### config.mk
export PLATFORM = sky130hd
export DESIGN_NAME = atm_mapper
export DESIGN_NICKNAME = d
export VERILOG_FILES = /design/src/logic/atm_pkg.sv /design/src/logic/atm_buf2.sv /design/src/logic/atm_mapper.sv
export VERILOG_INCLUDE_DIRS = /design/src /design/src/logic
export SDC_FILE = /design/constraint.sdc
export NUM_CORES = 1
export LEC_CHECK = 0
export BUFFER_PORTS_ARGS = -buffer_cell sky130_fd_sc_hd__buf_2
export CORE_MARGIN = 2
export CORE_UTILIZATION = 45
export CTS_CLUSTER_SIZE = 20
export DETAILED_ROUTE_END_ITERATION = 10
export PLACE_DENSITY_LB_ADDON = 0.08
export SYNTH_ARGS = -nofsm -noshare
export SYNTH_HDL_FRONTEND = slang
export SYNTH_SLANG_ARGS = --single-unit
### constraint.sdc
create_clock -name core_clk_in -period 3.6 [get_ports core_clk_in]
set_input_delay 0.72 -clock core_clk_in [delete_from_list [all_inputs] [get_ports core_clk_in]]
set_output_delay 0.72 -clock core_clk_in [all_outputs]
set_load 0.05 [all_outputs]
### src/logic/atm_cfg.svh
`ifndef ATM_CFG_SVH
`define ATM_CFG_SVH

// procedure byte values
`define ATM_PB_MORE 8'h61
`define ATM_PB_WLEN 8'h6c
// status words
`define ATM_SW_NORMAL 16'h9000
`define ATM_SW_ERR 16'h6f00
// status word classes that may carry data
`define ATM_SW1_WARN_A 8'h62
`define ATM_SW1_WARN_B 8'h63
`define ATM_SW1_APP_HI 4'h9
// header layout
`define ATM_HDR_LEN 3'd5
`define ATM_HDR_INS_IDX 3'd1
`define ATM_HDR_P3_IDX 3'd4
// full length coded by a zero length byte
`define ATM_LEN_FULL 9'h100
// default limits
`define ATM_IFSD_DEF 254
`define ATM_BUF_MAX_DEF 256

`endif

### src/logic/atm_pkg.sv
package atm_pkg;

   // command case as classified by the application behind the mapper
   typedef enum logic [1:0] {
      ATM_CASE1 = 2'b00,
      ATM_CASE2 = 2'b01,
      ATM_CASE3 = 2'b10,
      ATM_CASE4 = 2'b11
   } atm_case_type;

   typedef enum logic [2:0] {
      ATM_S_HDR = 3'b000,
      ATM_S_DEC = 3'b001,
      ATM_S_ACK = 3'b010,
      ATM_S_IN = 3'b011,
      ATM_S_OUT = 3'b100,
      ATM_S_PB1 = 3'b101,
      ATM_S_PB2 = 3'b110
   } atm_state_type;

endpackage

### src/logic/atm_buf2.sv
module atm_buf2 #(
   parameter int W = 9
) (
   input wire logic core_clk_in,
   input wire logic resetn_in,
   input wire logic in_valid_in,
   input wire logic [W-1:0] in_data_in,
   output logic in_ready_out,
   output logic out_valid_out,
   output logic [W-1:0] out_data_out,
   input wire logic out_ready_in
);

   initial begin
      if (W < 1) begin
         $error("atm_buf2: width must be positive");
      end
   end

   logic [1:0] cnt_q;
   logic [1:0] cnt_d;
   logic [W-1:0] e0_q;
   logic [W-1:0] e1_q;
   logic valid_q;
   wire push = in_valid_in && (cnt_q != 2'd2);
   wire pop = valid_q && out_ready_in;

   // occupancy and handshake terms
   assign cnt_d = cnt_q + {1'b0, push} - {1'b0, pop};
   assign in_ready_out = (cnt_q != 2'd2);
   assign out_valid_out = valid_q;
   assign out_data_out = e0_q;

   // entry 0 is the head, entry 1 the overflow slot
   always_ff @(posedge core_clk_in or negedge resetn_in) begin
      if (!resetn_in) begin
         cnt_q <= 2'd0;
         valid_q <= 1'b0;
         e0_q <= '0;
         e1_q <= '0;
      end else begin
         cnt_q <= cnt_d;
         valid_q <= (cnt_d != 2'd0);
         if (pop && push) begin
            e0_q <= (cnt_q == 2'd1) ? in_data_in : e1_q;
            e1_q <= in_data_in;
         end else if (pop) begin
            e0_q <= e1_q;
         end else if (push) begin
            if (cnt_q == 2'd0) begin
               e0_q <= in_data_in;
            end else begin
               e1_q <= in_data_in;
            end
         end
      end
   end

endmodule

### src/logic/atm_mapper.sv
`include "atm_cfg.svh"

module atm_mapper
   import atm_pkg::*;
#(
   parameter int IFSD = `ATM_IFSD_DEF,
   parameter int BUF_MAX = `ATM_BUF_MAX_DEF
) (
   input wire logic core_clk_in,
   input wire logic resetn_in,
   input wire logic t1_mode_in,
   input wire logic rx_valid_in,
   input wire logic [7:0] rx_data_in,
   input wire logic rx_last_in,
   output logic rx_ready_out,
   output logic cmd_valid_out,
   output logic [7:0] cmd_data_out,
   output logic cmd_first_out,
   input wire logic cmd_ready_in,
   output logic dec_req_out,
   output logic dec_phase_out,
   output logic [7:0] dec_ins_out,
   output logic [7:0] dec_p3_out,
   input wire logic dec_valid_in,
   input wire logic [1:0] dec_case_in,
   input wire logic dec_ok_in,
   input wire logic [15:0] dec_sw_in,
   input wire logic [8:0] dec_avail_in,
   input wire logic rsp_valid_in,
   input wire logic [7:0] rsp_data_in,
   output logic rsp_ready_out,
   output logic tx_valid_out,
   output logic [7:0] tx_data_out,
   output logic tx_blk_end_out,
   input wire logic tx_ready_in
);

   initial begin
      if (IFSD < 1 || IFSD > 254) begin
         $error("atm_mapper: IFSD must lie in 1..254");
      end
      if (BUF_MAX < 1 || BUF_MAX > 256) begin
         $error("atm_mapper: BUF_MAX must lie in 1..256");
      end
   end

   localparam logic [8:0] BUF_MAX_L = 9'(BUF_MAX);
   localparam logic [7:0] IFSD_LAST = 8'(IFSD - 1);

   // length byte to byte count, zero meaning the full 256
   function automatic logic [8:0] len_of(input logic [7:0] b);
      len_of = (b == 8'h00) ? `ATM_LEN_FULL : {1'b0, b};
   endfunction

   atm_state_type state_q, state_d;
   logic [2:0] idx_q, idx_d;
   logic [8:0] cnt_q, cnt_d;
   logic [7:0] pb1_q, pb1_d, pb2_q, pb2_d, ins_q, p3_q;
   logic phase_q, phase_d, indir_q, indir_d, drop_q, drop_d;
   logic [7:0] blk_q;
   logic rx_ready_q, cmd_valid_q, cmd_first_q, rsp_ready_q, dec_req_q;
   logic [7:0] cmd_data_q;
   logic push_valid, buf_in_ready;
   logic [8:0] push_word;

   // handshakes taken this cycle
   wire rx_take = rx_valid_in && rx_ready_q;
   wire rsp_take = rsp_valid_in && rsp_ready_q;
   wire dec_take = dec_valid_in && dec_req_q;
   wire cmd_room = !cmd_valid_q || cmd_ready_in;

   // length comparisons for a case 2 header; zero Le with short data
   // reads as 256 and so falls into the too-long branch
   wire [8:0] le = len_of(p3_q);
   wire [8:0] avail = dec_avail_in;
   wire too_long = le > avail;
   wire exact = le == avail;
   wire too_big = avail > BUF_MAX_L;
   wire [8:0] remain = avail - le;
   wire [15:0] err_sw = (dec_sw_in == `ATM_SW_NORMAL) ? `ATM_SW_ERR
                                                       : dec_sw_in;
   wire [7:0] sw1 = dec_sw_in[15:8];
   wire sw_data_ok = (sw1 == `ATM_SW1_WARN_A) || (sw1 == `ATM_SW1_WARN_B)
                     || (sw1[7:4] == `ATM_SW1_APP_HI);
   wire is_c2 = dec_case_in == ATM_CASE2;
   wire is_c4 = dec_case_in == ATM_CASE4;
   wire is_cdata = dec_case_in[1];

   // bytes pushed toward the terminal
   wire emit_fix = (state_q == ATM_S_ACK) || (state_q == ATM_S_PB1)
                   || (state_q == ATM_S_PB2);
   wire emit_ok = emit_fix && buf_in_ready;
   wire blk_full = t1_mode_in && (blk_q == IFSD_LAST);
   assign push_valid = emit_fix || (rsp_take && !drop_q);
   assign push_word[7:0] = (state_q == ATM_S_ACK) ? ins_q :
                           (state_q == ATM_S_PB1) ? pb1_q :
                           (state_q == ATM_S_PB2) ? pb2_q : rsp_data_in;
   assign push_word[8] = (state_q == ATM_S_PB2) || blk_full;

   // sequencing of one command exchange
   always_comb begin
      state_d = state_q;
      idx_d = idx_q;
      cnt_d = cnt_q;
      pb1_d = pb1_q;
      pb2_d = pb2_q;
      phase_d = phase_q;
      indir_d = indir_q;
      drop_d = drop_q;
      unique case (state_q)
         ATM_S_HDR: begin
            if (rx_take) begin
               // a long T=1 command must not wrap back to the first index
               if (idx_q != 3'd7) begin
                  idx_d = idx_q + 3'd1;
               end
               if (t1_mode_in ? rx_last_in
                              : (idx_q == `ATM_HDR_LEN - 3'd1)) begin
                  state_d = ATM_S_DEC;
                  idx_d = 3'd0;
               end
            end
         end
         ATM_S_DEC: begin
            if (dec_take) begin
               state_d = ATM_S_PB1;
               {pb1_d, pb2_d} = dec_ok_in ? dec_sw_in : err_sw;
               if (t1_mode_in) begin
                  {pb1_d, pb2_d} = dec_sw_in;
                  cnt_d = avail;
                  drop_d = !sw_data_ok;
                  if (avail != 9'd0) begin
                     state_d = ATM_S_OUT;
                  end
               end else if (!dec_ok_in) begin
                  state_d = ATM_S_PB1;
               end else if (phase_q) begin
                  if (is_c4) begin
                     pb1_d = `ATM_PB_MORE;
                     pb2_d = avail[7:0];
                  end
               end else if (is_c2) begin
                  if (too_long) begin
                     pb1_d = `ATM_PB_WLEN;
                     pb2_d = avail[7:0];
                  end else if (exact && too_big) begin
                     pb1_d = `ATM_PB_MORE;
                     pb2_d = BUF_MAX_L[7:0];
                  end else begin
                     state_d = ATM_S_ACK;
                     indir_d = 1'b0;
                     cnt_d = le;
                     drop_d = 1'b0;
                     if (!exact) begin
                        pb1_d = `ATM_PB_MORE;
                        pb2_d = remain[7:0];
                     end
                  end
               end else if (is_cdata) begin
                  state_d = ATM_S_ACK;
                  indir_d = 1'b1;
                  cnt_d = le;
               end
            end
         end
         ATM_S_ACK: begin
            if (emit_ok) begin
               state_d = indir_q ? ATM_S_IN : ATM_S_OUT;
            end
         end
         ATM_S_IN: begin
            if (rx_take) begin
               cnt_d = cnt_q - 9'd1;
               if (cnt_q == 9'd1) begin
                  state_d = ATM_S_DEC;
                  phase_d = 1'b1;
               end
            end
         end
         ATM_S_OUT: begin
            if (rsp_take) begin
               cnt_d = cnt_q - 9'd1;
               if (cnt_q == 9'd1) begin
                  state_d = ATM_S_PB1;
               end
            end
         end
         ATM_S_PB1: begin
            if (emit_ok) begin
               state_d = ATM_S_PB2;
            end
         end
         ATM_S_PB2: begin
            if (emit_ok) begin
               state_d = ATM_S_HDR;
               phase_d = 1'b0;
               drop_d = 1'b0;
            end
         end
         default: begin
            state_d = ATM_S_HDR;
         end
      endcase
   end

   // state and exchange context
   always_ff @(posedge core_clk_in or negedge resetn_in) begin
      if (!resetn_in) begin
         state_q <= ATM_S_HDR;
         idx_q <= 3'd0;
         cnt_q <= 9'd0;
         pb1_q <= 8'h00;
         pb2_q <= 8'h00;
         phase_q <= 1'b0;
         indir_q <= 1'b0;
         drop_q <= 1'b0;
      end else begin
         state_q <= state_d;
         idx_q <= idx_d;
         cnt_q <= cnt_d;
         pb1_q <= pb1_d;
         pb2_q <= pb2_d;
         phase_q <= phase_d;
         indir_q <= indir_d;
         drop_q <= drop_d;
      end
   end

   // header fields caught for the decision and the ack byte
   always_ff @(posedge core_clk_in or negedge resetn_in) begin
      if (!resetn_in) begin
         ins_q <= 8'h00;
         p3_q <= 8'h00;
      end else if (rx_take && state_q == ATM_S_HDR && !t1_mode_in) begin
         if (idx_q == `ATM_HDR_INS_IDX) begin
            ins_q <= rx_data_in;
         end
         if (idx_q == `ATM_HDR_P3_IDX) begin
            p3_q <= rx_data_in;
         end
      end
   end

   // block byte count for chaining marks
   always_ff @(posedge core_clk_in or negedge resetn_in) begin
      if (!resetn_in) begin
         blk_q <= 8'h00;
      end else if (push_valid && buf_in_ready) begin
         blk_q <= push_word[8] ? 8'h00 : blk_q + 8'h01;
      end
   end

   // handshake registers; a ready drops for one cycle after each take
   always_ff @(posedge core_clk_in or negedge resetn_in) begin
      if (!resetn_in) begin
         rx_ready_q <= 1'b0;
         rsp_ready_q <= 1'b0;
         dec_req_q <= 1'b0;
         cmd_valid_q <= 1'b0;
         cmd_first_q <= 1'b0;
         cmd_data_q <= 8'h00;
      end else begin
         rx_ready_q <= (state_d == ATM_S_HDR || state_d == ATM_S_IN)
                       && !rx_take && cmd_room;
         // a push in flight may fill the buffer, so wait for its count
         rsp_ready_q <= (state_d == ATM_S_OUT) && !rsp_take
                        && !push_valid && buf_in_ready;
         dec_req_q <= (state_d == ATM_S_DEC) && !dec_take;
         if (rx_take) begin
            cmd_valid_q <= 1'b1;
            cmd_data_q <= rx_data_in;
            cmd_first_q <= (state_q == ATM_S_HDR) && (idx_q == 3'd0);
         end else if (cmd_ready_in) begin
            cmd_valid_q <= 1'b0;
         end
      end
   end

   assign rx_ready_out = rx_ready_q;
   assign rsp_ready_out = rsp_ready_q;
   assign dec_req_out = dec_req_q;
   assign dec_phase_out = phase_q;
   assign dec_ins_out = ins_q;
   assign dec_p3_out = p3_q;
   assign cmd_valid_out = cmd_valid_q;
   assign cmd_data_out = cmd_data_q;
   assign cmd_first_out = cmd_first_q;

   // two-entry buffer toward the terminal
   atm_buf2 #(
      .W(9)
   ) u_txbuf (
      .core_clk_in(core_clk_in),
      .resetn_in(resetn_in),
      .in_valid_in(push_valid),
      .in_data_in(push_word),
      .in_ready_out(buf_in_ready),
      .out_valid_out(tx_valid_out),
      .out_data_out({tx_blk_end_out, tx_data_out}),
      .out_ready_in(tx_ready_in)
   );

endmodule

# Yosys cells after proc, flatten, opt, wreduce, memory -nomap -nowiden
# Index checks and enable logic that the tools add are counted.
dict set report totals {
  regBits 92
  input_bits 53
  wordCells 214
}
dict set report op_classes {
  addsub 6
  magnitude_cmp 2
  n_eq_ne 40
  muxes 82
  n_bitwise 2
  reduce_logical 61
}
# operator count
set op_table {}
lappend op_table {{2-to-1 mux 9 bit} 20}
lappend op_table {{2-to-1 mux 8 bit} 20}
lappend op_table {{2-to-1 mux 3 bit} 20}
lappend op_table {{2-to-1 mux 16 bit} 2}
lappend op_table {{one-hot mux 9 bit (3 select lines)} 1}
lappend op_table {{one-hot mux 3 bit (7 select lines)} 1}
lappend op_table {{logical AND 1 bit} 19}
lappend op_table {{inequality test 2 bit, second input constant} 9}
lappend op_table {{inequality test 3 bit, second input constant} 6}
lappend op_table {{equality test 16 bit, second input constant} 1}
lappend op_table {{equality test 8 x 7 -> 1 bit, second input constant} 2}
lappend op_table {{2-to-1 mux 1 bit} 16}
lappend op_table {{AND reduction 8 bit} 2}
lappend op_table {{equality test 3 bit, second input constant} 5}
lappend op_table {{nonzero test 2 bit} 7}
lappend op_table {{inequality test 4 bit, second input constant} 3}
lappend op_table {{equality test 3 x 1 -> 1 bit, second input constant} 3}
lappend op_table {{equality test 3 x 2 -> 1 bit, second input constant} 3}
lappend op_table {{equality test 9 x 1 -> 1 bit, second input constant} 1}
lappend op_table {{equality test 9 bit} 1}
lappend op_table {{greater-than comparator 9 bit} 1}
lappend op_table {{greater-than comparator 9 bit, second input constant} 1}
lappend op_table {{logical NOT 3 bit} 3}
lappend op_table {{AND reduction 9 bit} 1}
lappend op_table {{22 further kinds} 45}

# Logic depth before layout (Yosys ltp)
# Gate-level depths: netlist of the first run.
dict set report depth {
  depth_word 16
  depth_mapped 12
  ltp_nobuf 11
}

# Hierarchy
# A second synthesis of the first run with hierarchy kept.
dict set report unflattened {
  hier_cells 703
  hier_area_um2 6232.2
}
# mod n_inst cells_each area_each_um2 seq_area_each_um2
set by_module_without_submodules {}
lappend by_module_without_submodules {atm_mapper 1 609 5201.2 1776.7}
lappend by_module_without_submodules {atm_buf2 1 94 1031.0 525.5}

# Worst setup path before layout of the first run
# OpenSTA, ideal clock, no wires.
dict set report synth_timing {
  path_type {reg2reg}
  from {reg p3_q[4] (netlist: dec_p3_out[4])}
  to {reg cnt_q[1]}
  setup_time_ns 0.125
  t_arrival_ns 3.218
  setup_slack_ns 0.257
  path_stages_with_launch 12
  path_buffers 1
  synth_period_minus_slack_ns 3.343
  path_cell_list {dfrtp_1 or4_1 nor2_1 ha_1 nand4_1 or4_1 buf_2 or2_4 nand2_8 o2111ai_4 a21o_4 mux2_4}
}
dict set report synth_between {
  elab_chain_cells 10
}
# item line
set synth_rtl {}
lappend synth_rtl {{start, declared} atm_mapper.sv:58} ;# logic [7:0] pb1_q, pb1_d, pb2_q, pb2_d, ins_q, p3_q;
lappend synth_rtl {{start signal, assigned} atm_mapper.sv:239} ;# p3_q <= rx_data_in;
lappend synth_rtl {{logical NOT 8 bit} atm_mapper.sv:52} ;# len_of = (b == 8'h00) ? `ATM_LEN_FULL : {1'b0, b};
lappend synth_rtl {{2-to-1 mux 9 bit *} atm_mapper.sv:52}
lappend synth_rtl {{branches (longest 8 deep; another with greater-than comparator 9 bit)} n/a}
lappend synth_rtl {{end signal, assigned} atm_mapper.sv:220} ;# cnt_q <= cnt_d;
lappend synth_rtl {{end, declared} atm_mapper.sv:57} ;# logic [8:0] cnt_q, cnt_d;
# Every way passes the cells marked *. The select of a mux whose other input is x is not followed.
# A chain may end at the register's enable or synchronous reset.

# Worst setup path in the final report of the first run
# Ends and elaborated chain as after synthesis.

==> metrics.md, run 1 <==
| Metric | Value |
|---|---|
| Outcome | completed |
| Row cnt | 43 |
| Synth cell types | 78 |
| Final Worst Setup Slack | 318 ps |
| TritonCTS clock tree | yes |
| First-pass GRT wire length | 31400 um |
| Crit path from | dec_p3_out[4] |
| Max rail drop VDD | 0.000477 V |
| Congestion Overflow GR | 0 |
| Largest net degree at the start of global routing | 50 |
| Hold crit path type | in -> async |
| Inserted Clock Buffers | 9 |
| Initial Util | 45.5% |
| Fin cells | 996 |
| Iteration-0 DRC Markers | 529 |
| Die extent in y | 122 um |
| Multi-input gate area | 0.00360 mm2 |
| Hold Buf Count CTS | 0 |
| Largest area contributor in the netlist | dfrtp_1 |
| Pre-CTS setup slack | 207 ps |
| Ant. Diodes | 0 |
| Setup bufs post-CTS | 0 |
| CP required | 3840 ps |
| Fillers | 1295 |
| Prevailing post-synth register cell | dfrtp_1 |
| Core ar. | 0.0137 mm2 |
| Period utilization | 91.2% |
| Worst Clk Skew | 7.35 ps |
| Post-synth EDFFs | 0 |
| Avg Cell Area, Syn | 8.68 um2 |
| RSZ-0062 raised after global routing | no |
| Pleak | 3.29 nW |
| Top-area cell type share of the netlist area | 36.9% |
| Register area | 0.00230 mm2 |
| Clock Tree Root | clkbuf_16 |
| Full die area | 0.0148 mm2 |
| Inst Count DP | 980 |
| Final Max Tran Viols | 0 |
| RR Startpoint | dec_p3_out[4] |
| Via-per-instance ratio | 6.04 |
| Final nets | 891 |
| Die width | 122 um |
| Critical path endpoint category | register |
| Synth Register Bits | 92 |
| Initial antenna violation count | 0 |
| Worst skew pair latency | 360 ps |
| Part of the Yosys area used for sequential elements | 36.9% |
| CP arrival | 3520 ps |
| H-tree depth | 3 |
| Vias in the first global route | 5668 |
| Final Setup Violations | 0 |
| CP Launch Type | register |
| Clock transition at the registers of the reported paths | 70 ps |
| Synthesized area | 0.00624 mm2 |
| Synth-to-layout area growth | 15.9% |
| Clock sinks | 92 |
| Cts repair resizes | 0 |
| Dpl hpwl | 14900 um |
| GRT Total Usage | 27.5% |
| Top cells by area, synth | dfrtp_1 (37%), ha_1 (5.2%), nand2_1 (4.9%) |
| Critical path fanouts, max | 9 |
| Hold Vio Cnt, Final | 0 |
| DR DRC count | 0 |
| Register-to-Register Setup Slack | 320 ps |
| WL final | 19800 um |
| Synth top cells by count | dfrtp_1 (92), nand2_1 (81), nor2_1 (57), a21oi_1 (53), o21ai_0 (51) |
| CP endpoint | cnt_q[1] |
| Worst Max-Slew Pin Slew | 1000 ps |
| Pre-antenna DRT Iters | 5 |
| R2r endpoint | cnt_q[1] |
| Setup total negative slack | 0 ps |
| I/O pins | 93 |
| FF-to-FF path depth | 10 |
| IO Port Bufs | 92 |
| Worst Path Class, Setup | reg -> reg |
| Max-cap violation count | 0 |
| F_max | 305 MHz |
| Wire per inst | 19.9 um |
| Routed Antenna Nets | 0 |
| Pwr Density | 710 mW/mm2 |
| Worst relative slew slack | 32.7% |
| Final GP Congestion | 0.930 |
| Syn Nets | 799 |
| Ys Warns | 0 |
| Mapped Cells | 719 |
| Post-layout min period | 3280 ps |
| Via count | 6016 |
| Clock Path Buffers | 2 |
| Layout cells sized above 1 | 22.4% |
| Most frequent cell after synthesis | dfrtp_1 |
| Async SR Flop Fraction | 100% |
==> report_power, final <==
| part | leakage [nW] | internal [mW] | switching [mW] |
|---|---|---|---|
| registers | 1.16 | 1.40 | 0.370 |
| logic | 1.99 | 0.826 | 1.59 |
| clock network | 0.143 | 0.480 | 0.470 |
==> critical path: stages (launching register included) <==
cell and delay, ps:
dfrtp_1 430, or4_1 560, nor2_1 130, ha_1 170
nand4_1 160, or4_1 530, or2_4 310, nand2_8 100
o2111ai_4 190, a21o_4 300, mux2_4 290
==> stage by stage <==
step	utilization (%)	hold slack (ps)	instance area, um2	total power, mW
6_report	52.7	404	7230	5.13
3_5_place_dp	50.6	466	6950	4.17
5_1_grt	52.7	465	7230	5.46
4_1_cts	52.7	433	7230	5.13
2_1_floorplan	-	424	6240	3.48
3_3_place_gp	50.6	465	6950	4.12
==> cell type report <==
type                            count  share of cell area, %
Sequential cell                    92                   31.8
Tap cell                          180                   3.11
Timing Repair Buffer              120                   9.48
Inverter                           35                   1.82
Multi-Input combinational cell    553                   49.8
Clock buffer                        9                   3.11
Clock inverter                      7                  0.848
==> state kept, by name, indices dropped and copies added (netlist names), 2 cells and up <==
| register | cells |
|---|---|
| pb2_q | 8 |
| cnt_q | 9 |
| idx_q | 3 |
| pb1_q | 8 |
| state_q | 3 |
| u_txbuf.e1_q | 9 |
| dec_p3_out | 8 |
| blk_q | 8 |
| u_txbuf.out_data_out | 9 |
| cmd_data_out | 8 |
| u_txbuf.cnt_q | 2 |
| dec_ins_out | 8 |
==> per-layer routing <==
metal / GRT usage, % / share of wire, % / vias to the layer above
met4: 10.1 / 2.7 / 0
met3: 3.46 / 6.7 / 27
met5: 0 / 0 / -
met1: 42.6 / 48 / 2886
li1: - / - / 2840
met2: 39.0 / 42 / 263
==> how the worst min path moves through the flow <==
stage	end	slack, ps
global placement	pb1_q[1]	470
floorplan	blk_q[0]	420
detailed placement	blk_q[4]	470
global route	state_q[0]	460
CTS	state_q[2]	430
finish	pb1_q[2]	400
==> kinds of logic (layout without fill, tap and decap cells) <==
kind of cell	Yosys count	count (layout)	share of synthesized area, %
buffers and inverters	74	171	5.46
muxes	34	34	5.98
DFF	92	92	36.9
xor gates and xnor gates	7	7	0.983
AOI/OAI and AO/OA	234	234	25.4
and+or+nand+nor	251	251	19.8
adders and majority gates	27	27	5.54
==> cells in the final DEF (no fill, tap or decap), types with 4 or more instances in the layout <==
cell	count
dfrtp_1	92
buf_2	91
nand2_1	81
nor2_1	57
a21oi_1	53
o21ai_0	51
inv_1	34
buf_4	28
ha_1	26
mux2_2	22
nand3_1	20
a211oi_1	18
a31oi_1	17
nand2b_1	13
nor3_1	13
o31ai_1	12
a22oi_1	12
mux2i_1	11
and3_1	10
nor2b_1	9
a22o_1	9
clkbuf_16	9
nor4_1	8
nand4_1	7
o22ai_1	6
or4_1	5
o211ai_1	4
a221oi_1	4
xnor2_1	4
or3_1	4
Power figures use the tool's default switching activity.
==> run 2, diff against run 1 <==
- ABC_AREA: not set -> 1
==> run 2 against run 1 <==
  * First-iteration DRC count down 12%
  * Sequential power up 4%
  * Design area is 1.2% lower
  * Register-to-register slack better by 130 ps
  * Final cell count is 13% higher
  * Global-route usage up 0.33 points
  * Critical path depth increased by 5
  * Total power rose by 23%
  * Maximum frequency up 4.0%
  * Sequential cell count stayed put
  * Largest power group unchanged
  * Highest routed layer unchanged
==> metrics.md, run 2 <==
| Metric | Value |
|---|---|
| Synth-to-layout area growth | 16.3% |
| Hold Vio Cnt, Final | 0 |
| Synthesized area | 0.00614 mm2 |
| Critical path fanouts, max | 16 |
| Pre-antenna DRT Iters | 5 |
| Most frequent cells in the layout | nand2_1 (212), inv_1 (130), dfrtp_1 (92), o21ai_0 (91), buf_2 (91) |
| Final nets | 1026 |
| Inserted Clock Buffers | 9 |
| RSZ-0062 raised after global routing | no |
| H-tree depth | 3 |
| Prevailing post-synth register cell | dfrtp_1 |
| Wire per inst | 17.3 um |
| Top cells by area, synth | dfrtp_1 (37%), nand2_1 (13%), inv_1 (7.9%) |
| Initial antenna violation count | 0 |
| TritonCTS clock tree | yes |
| Worst Clk Skew | 6.91 ps |
| Ys Warns | 0 |
| Dpl hpwl | 15300 um |
| Max rail drop VDD | 0.000539 V |
| Mapped Cells | 855 |
| Most frequent cell after synthesis | nand2_1 |
| Congestion Overflow GR | 0 |
| Worst Path Class, Setup | reg -> reg |
| Hold Buf Count CTS | 0 |
| Async SR Flop Fraction | 100% |
| Setup total negative slack | 0 ps |
| Final Setup Violations | 0 |
| Fin Hold WS | 390 ps |
| Avg Cell Area, Syn | 7.18 um2 |
| Max-cap violation count | 0 |
| Final Worst Setup Slack | 444 ps |
| Worst relative slew slack | 52.4% |
| Final GP Congestion | 0.921 |
| Synth Register Bits | 92 |
| I/O pins | 93 |
| CP Launch Type | register |
| Top-area cell type share of the netlist area | 37.5% |
| Outcome | completed |
| IO Port Bufs | 92 |
| Initial Util | 46.2% |
| Fillers | 1314 |
| Register area | 0.00230 mm2 |
| Die extent in y | 121 um |
| Most common cell after layout, fill and taps aside | nand2_1 |
| Pwr Density | 885 mW/mm2 |
| Full die area | 0.0146 mm2 |
| DR DRC count | 0 |
| Pleak | 3.74 nW |
| Multi-input gate area | 0.00321 mm2 |
| Row cnt | 42 |
| GRT Total Usage | 27.9% |
| Syn Nets | 935 |
| Worst skew pair latency | 360 ps |
| Period utilization | 87.7% |
| CP arrival | 3440 ps |
| Core ar. | 0.0133 mm2 |
| Clock Tree Root | clkbuf_16 |
| Worst Max-Slew Pin Slew | 714 ps |
| Clock sinks | 92 |
| Via-per-instance ratio | 5.45 |
| Final Max Tran Viols | 0 |
| Synth cell types | 50 |
| Hold crit path type | in -> async |
| Largest net degree at the start of global routing | 53 |
| First-pass GRT wire length | 31100 um |
| Iteration-0 DRC Markers | 463 |
| Post-synth EDFFs | 0 |
| Die width | 121 um |
| CP required | 3880 ps |
| Setup bufs post-CTS | 0 |
| F_max | 317 MHz |
| Critical path endpoint category | register |
| Part of the Yosys area used for sequential elements | 37.5% |
| Synth top cells by count | nand2_1 (212), inv_1 (130), dfrtp_1 (92), o21ai_0 (91), nor2_1 (62) |
| Cts repair resizes | 0 |
| Layout cells sized above 1 | 16.4% |
| Vias in the first global route | 5864 |
| Post-layout min period | 3160 ps |
| Via count | 6141 |
| Routed Antenna Nets | 0 |
| Clock transition at the registers of the reported paths | 70 ps |
| Pre-CTS setup slack | 396 ps |
| Register-to-Register Setup Slack | 440 ps |
| Largest area contributor in the netlist | dfrtp_1 |
| Clock Path Buffers | 2 |
| Ant. Diodes | 0 |
| WL final | 19600 um |
run 2: stage by stage:
step           cell area [um2]  cells  power, mW  util [%]
3_5_place_dp              6810   1111       5.24      51.2
3_3_place_gp              6810   1111       5.18      51.2
6_report                  7140   1127       6.32      53.7
2_1_floorplan             6140    855       4.33         -
4_1_cts                   7140   1127       6.32      53.7
5_1_grt                   7140   1127       6.82      53.7
run 2: per-layer routing:
metal	wire length, um	global-route usage, %
met5	0	0
met4	323	7.19
met3	1120	5.24
met2	8840	43.6
met1	9270	39.8
run 2: critical path, stage by stage, from the launching register on:
cell	delay [ps]
dfrtp_1	450
inv_1	160
nand4_1	110
nor3_1	300
ha_1	340
nand2_1	110
inv_1	40
a21oi_1	150
nand3_1	190
nand2_1	360
nand2_2	140
nand2_2	120
o21ai_2	80
inv_2	270
o211ai_1	170
o21ai_2	80
run 2: logic make-up after synthesis:
group           after synthesis  share of synthesized area [%]
simple gates                357                           25.0
xor+xnor                     12                           1.71
buf+inv                     163                           10.3
fa+ha+maj                    27                           5.62
compound gates              204                           19.9
flops                        92                           37.5
run 2: final timing paths:
kind                              endpoint             from  depth (start not counted)
max in group asynchronous    dec_p3_out[1]        resetn_in                          2
hold reg to reg            cmd_data_out[6]  cmd_data_out[6]                          2
min in group core_clk_in   cmd_data_out[6]  cmd_data_out[6]                          2
setup reg to reg                  cnt_q[5]    dec_p3_out[4]                         15
setup / recovery                  cnt_q[5]    dec_p3_out[4]                         15
hold / removal                    pb2_q[4]        resetn_in                          1
run 2: layout make-up:
cell class                      count  area share (%)
Clock buffer                        9            3.15
Multi-Input combinational cell    600            44.9
Clock inverter                      7            1.51
Inverter                          137            7.20
Timing Repair Buffer              106            7.95
Sequential cell                    92            32.2
Tap cell                          176            3.08
run 2: power by group:
group | switching (mW) | total [mW] | leakage [nW] | internal (mW)
logic | 2.43 | 3.41 | 2.44 | 0.979
clock network | 0.452 | 1.07 | 0.160 | 0.622
registers | 0.342 | 1.84 | 1.14 | 1.50
==> run 3, diff against run 2 <==
- CORE_UTILIZATION: 45 -> 55
==> run 3 against run 2 <==
  * Hold slack worse by 8.3 ps
  * Sequential share of layout area grew 1.0 points
  * Design area fell by 3.1%
  * Via count increased by 1.5%
==> metrics.md, run 3 (synthesis gave the netlist of run 2 again) <==
| Metric | Value |
|---|---|
| Setup bufs post-CTS | 0 |
| Via-per-instance ratio | 5.74 |
| Ant. Diodes | 0 |
| Cts repair resizes | 0 |
| RSZ-0062 raised after global routing | no |
| Congestion Overflow GR | 0 |
| Max-cap violation count | 0 |
| Pwr Density | 857 mW/mm2 |
| Critical path fanouts, max | 16 |
| Sw frac | 54.0% |
| First-pass GRT wire length | 29000 um |
| GRT Total Usage | 31.4% |
| Setup total negative slack | 0 ps |
| Clock Path Buffers | 2 |
| Die extent in y | 110 um |
| Period utilization | 84.2% |
| Share of total power in the clock network | 11.6% |
| Worst Max-Slew Pin Slew | 730 ps |
| Worst Path Class, Setup | reg -> reg |
| Final Max Tran Viols | 0 |
| Core ar. | 0.0109 mm2 |
| Clock Tree Root | clkbuf_8 |
| Slowest stage delay, CP | 460 ps |
| Top sig layer | met4 |
| Pre-antenna DRT Iters | 5 |
| Post-layout min period | 3030 ps |
| H-tree depth | 3 |
| CP required | 3900 ps |
| CP arrival | 3330 ps |
| Most common cell after layout, fill and taps aside | nand2_1 |
| Row cnt | 38 |
| Max rail drop VDD | 0.000556 V |
| Wire length on met2 | 8370 um |
| Die width | 110 um |
| Largest net degree at the start of global routing | 57 |
| Register-to-Register Setup Slack | 570 ps |
| Combinational power share | 57.1% |
| I/O pins | 93 |
| IO Port Bufs | 92 |
| CP bufs+invs | 3 |
| CP Launch Type | register |
| WL final | 18400 um |
| Fillers | 966 |
| Hold Buf Count CTS | 0 |
| Critical path endpoint category | register |
| Worst path slowest cell | dfrtp_1 |
| Final nets | 1022 |
| Worst Clk Skew | 14.2 ps |
| Clock sinks | 92 |
| Dpl hpwl | 14100 um |
| Wl on met1 | 8250 um |
| Fin Hold WS | 382 ps |
| Routed Antenna Nets | 0 |
| Hold Vio Cnt, Final | 0 |
| Top Family by Delay on Critical Path | simple AND/OR/NAND/NOR gates |
| Final Setup Violations | 0 |
| F_max | 330 MHz |
| Initial antenna violation count | 0 |
| Met3 wire length | 1340 um |
| Wire per inst | 16.9 um |
| Net Switching | 3.20 mW |
| DR DRC count | 0 |
| Pleak | 3.66 nW |
| Via count | 6234 |
| Critical Path, Cell by Cell | inv_1 > nand4_1 > nor3_1 > ha_1 > nand2_1 > inv_1 > a21oi_1 > nand3_1 > nand2_1 > nand2_2 > nand2_2 > o21ai_2 > inv_2 > o211ai_1 > o21ai_2 |
| Hold crit path type | in -> async |
| Layout cells sized above 1 | 16.1% |
| Most frequent cells in the layout | nand2_1 (212), inv_1 (130), dfrtp_1 (92), o21ai_0 (91), buf_2 (91) |
| Outcome | completed |
| Worst relative slew slack | 51.4% |
| Worst skew pair latency | 370 ps |
| Internal power | 2.73 mW |
| Clock transition at the registers of the reported paths | 100 ps |
| Inserted Clock Buffers | 9 |
| Synth-to-layout area growth | 12.8% |
| Full die area | 0.0120 mm2 |
| Initial Util | 56.4% |
| Iteration-0 DRC Markers | 706 |
| Seq pwr share | 31.4% |
| TritonCTS clock tree | yes |
| Vias in the first global route | 5739 |
| Final GP Congestion | 0.953 |
-- run 3: cell count changes in the layout (fill, tap and decap cells not counted) --
cell	before	now
clkbuf_16	9	0
bufinv_16	2	0
buf_4	15	11
clkinv_4	1	2
clkbuf_8	0	9
inv_6	1	2
-- run 3: per-layer routing --
layer	up-vias	track usage, %
met1	2898	44.6
met2	311	50.6
li1	2989	-
met5	-	0
met4	0	8.59
met3	36	4.27
-- run 3: final cells by class --
cell class / instances / area, um2 / area share (%)
multi-input combinational: 600 / 3210 / 46.3
tap: 140 / 175 / 2.53
timing repair buffer: 102 / 538 / 7.77
sequential: 92 / 2300 / 33.2
inverter: 137 / 514 / 7.43
clock inverter: 7 / 65.1 / 0.940
clock buffer: 9 / 124 / 1.79
-- run 3: path summary, 6_finish.rpt --
path                                from        to  cells after the start
max in group asynchronous      resetn_in  cnt_q[1]                      2
min                            resetn_in  pb2_q[1]                      1
max reg2reg                dec_p3_out[4]  cnt_q[3]                     15
min in group core_clk_in        pb2_q[4]  pb2_q[4]                      2
max                        dec_p3_out[4]  cnt_q[3]                     15
min reg2reg                     pb2_q[4]  pb2_q[4]                      2
-- run 3: worst reg2reg max path, cell delays in order, from the launching register on --
cell      delay, ps
dfrtp_1         460
inv_1           140
nand4_1          90
nor3_1          260
ha_1            320
nand2_1         100
inv_1            40
a21oi_1         140
nand3_1         180
nand2_1         370
nand2_2         140
nand2_2         110
o21ai_2          80
inv_2           280
o211ai_1        170
o21ai_2          80
-- run 3: metrics by stage --
stage	power, mW	setup WS (ps)	instances	util, %	cell area (um2)
3_3_place_gp	5.11	508	1071	61.9	6740
6_report	5.94	570	1087	63.6	6920
5_1_grt	6.38	194	1087	63.6	6920
4_1_cts	5.89	580	1087	63.6	6920
3_5_place_dp	5.20	435	1071	61.9	6740
2_1_floorplan	4.33	1050	855	-	6140
-- run 3: power groups by stage --
stage	combinational (mW)	sequential, mW	clock (mW)
after floorplan	1.88	2.45	0
after global placement	3.26	1.85	0
after detailed placement	3.33	1.87	0
after CTS	3.35	1.85	0.686
after global routing	3.75	1.91	0.727
final	3.39	1.86	0.687
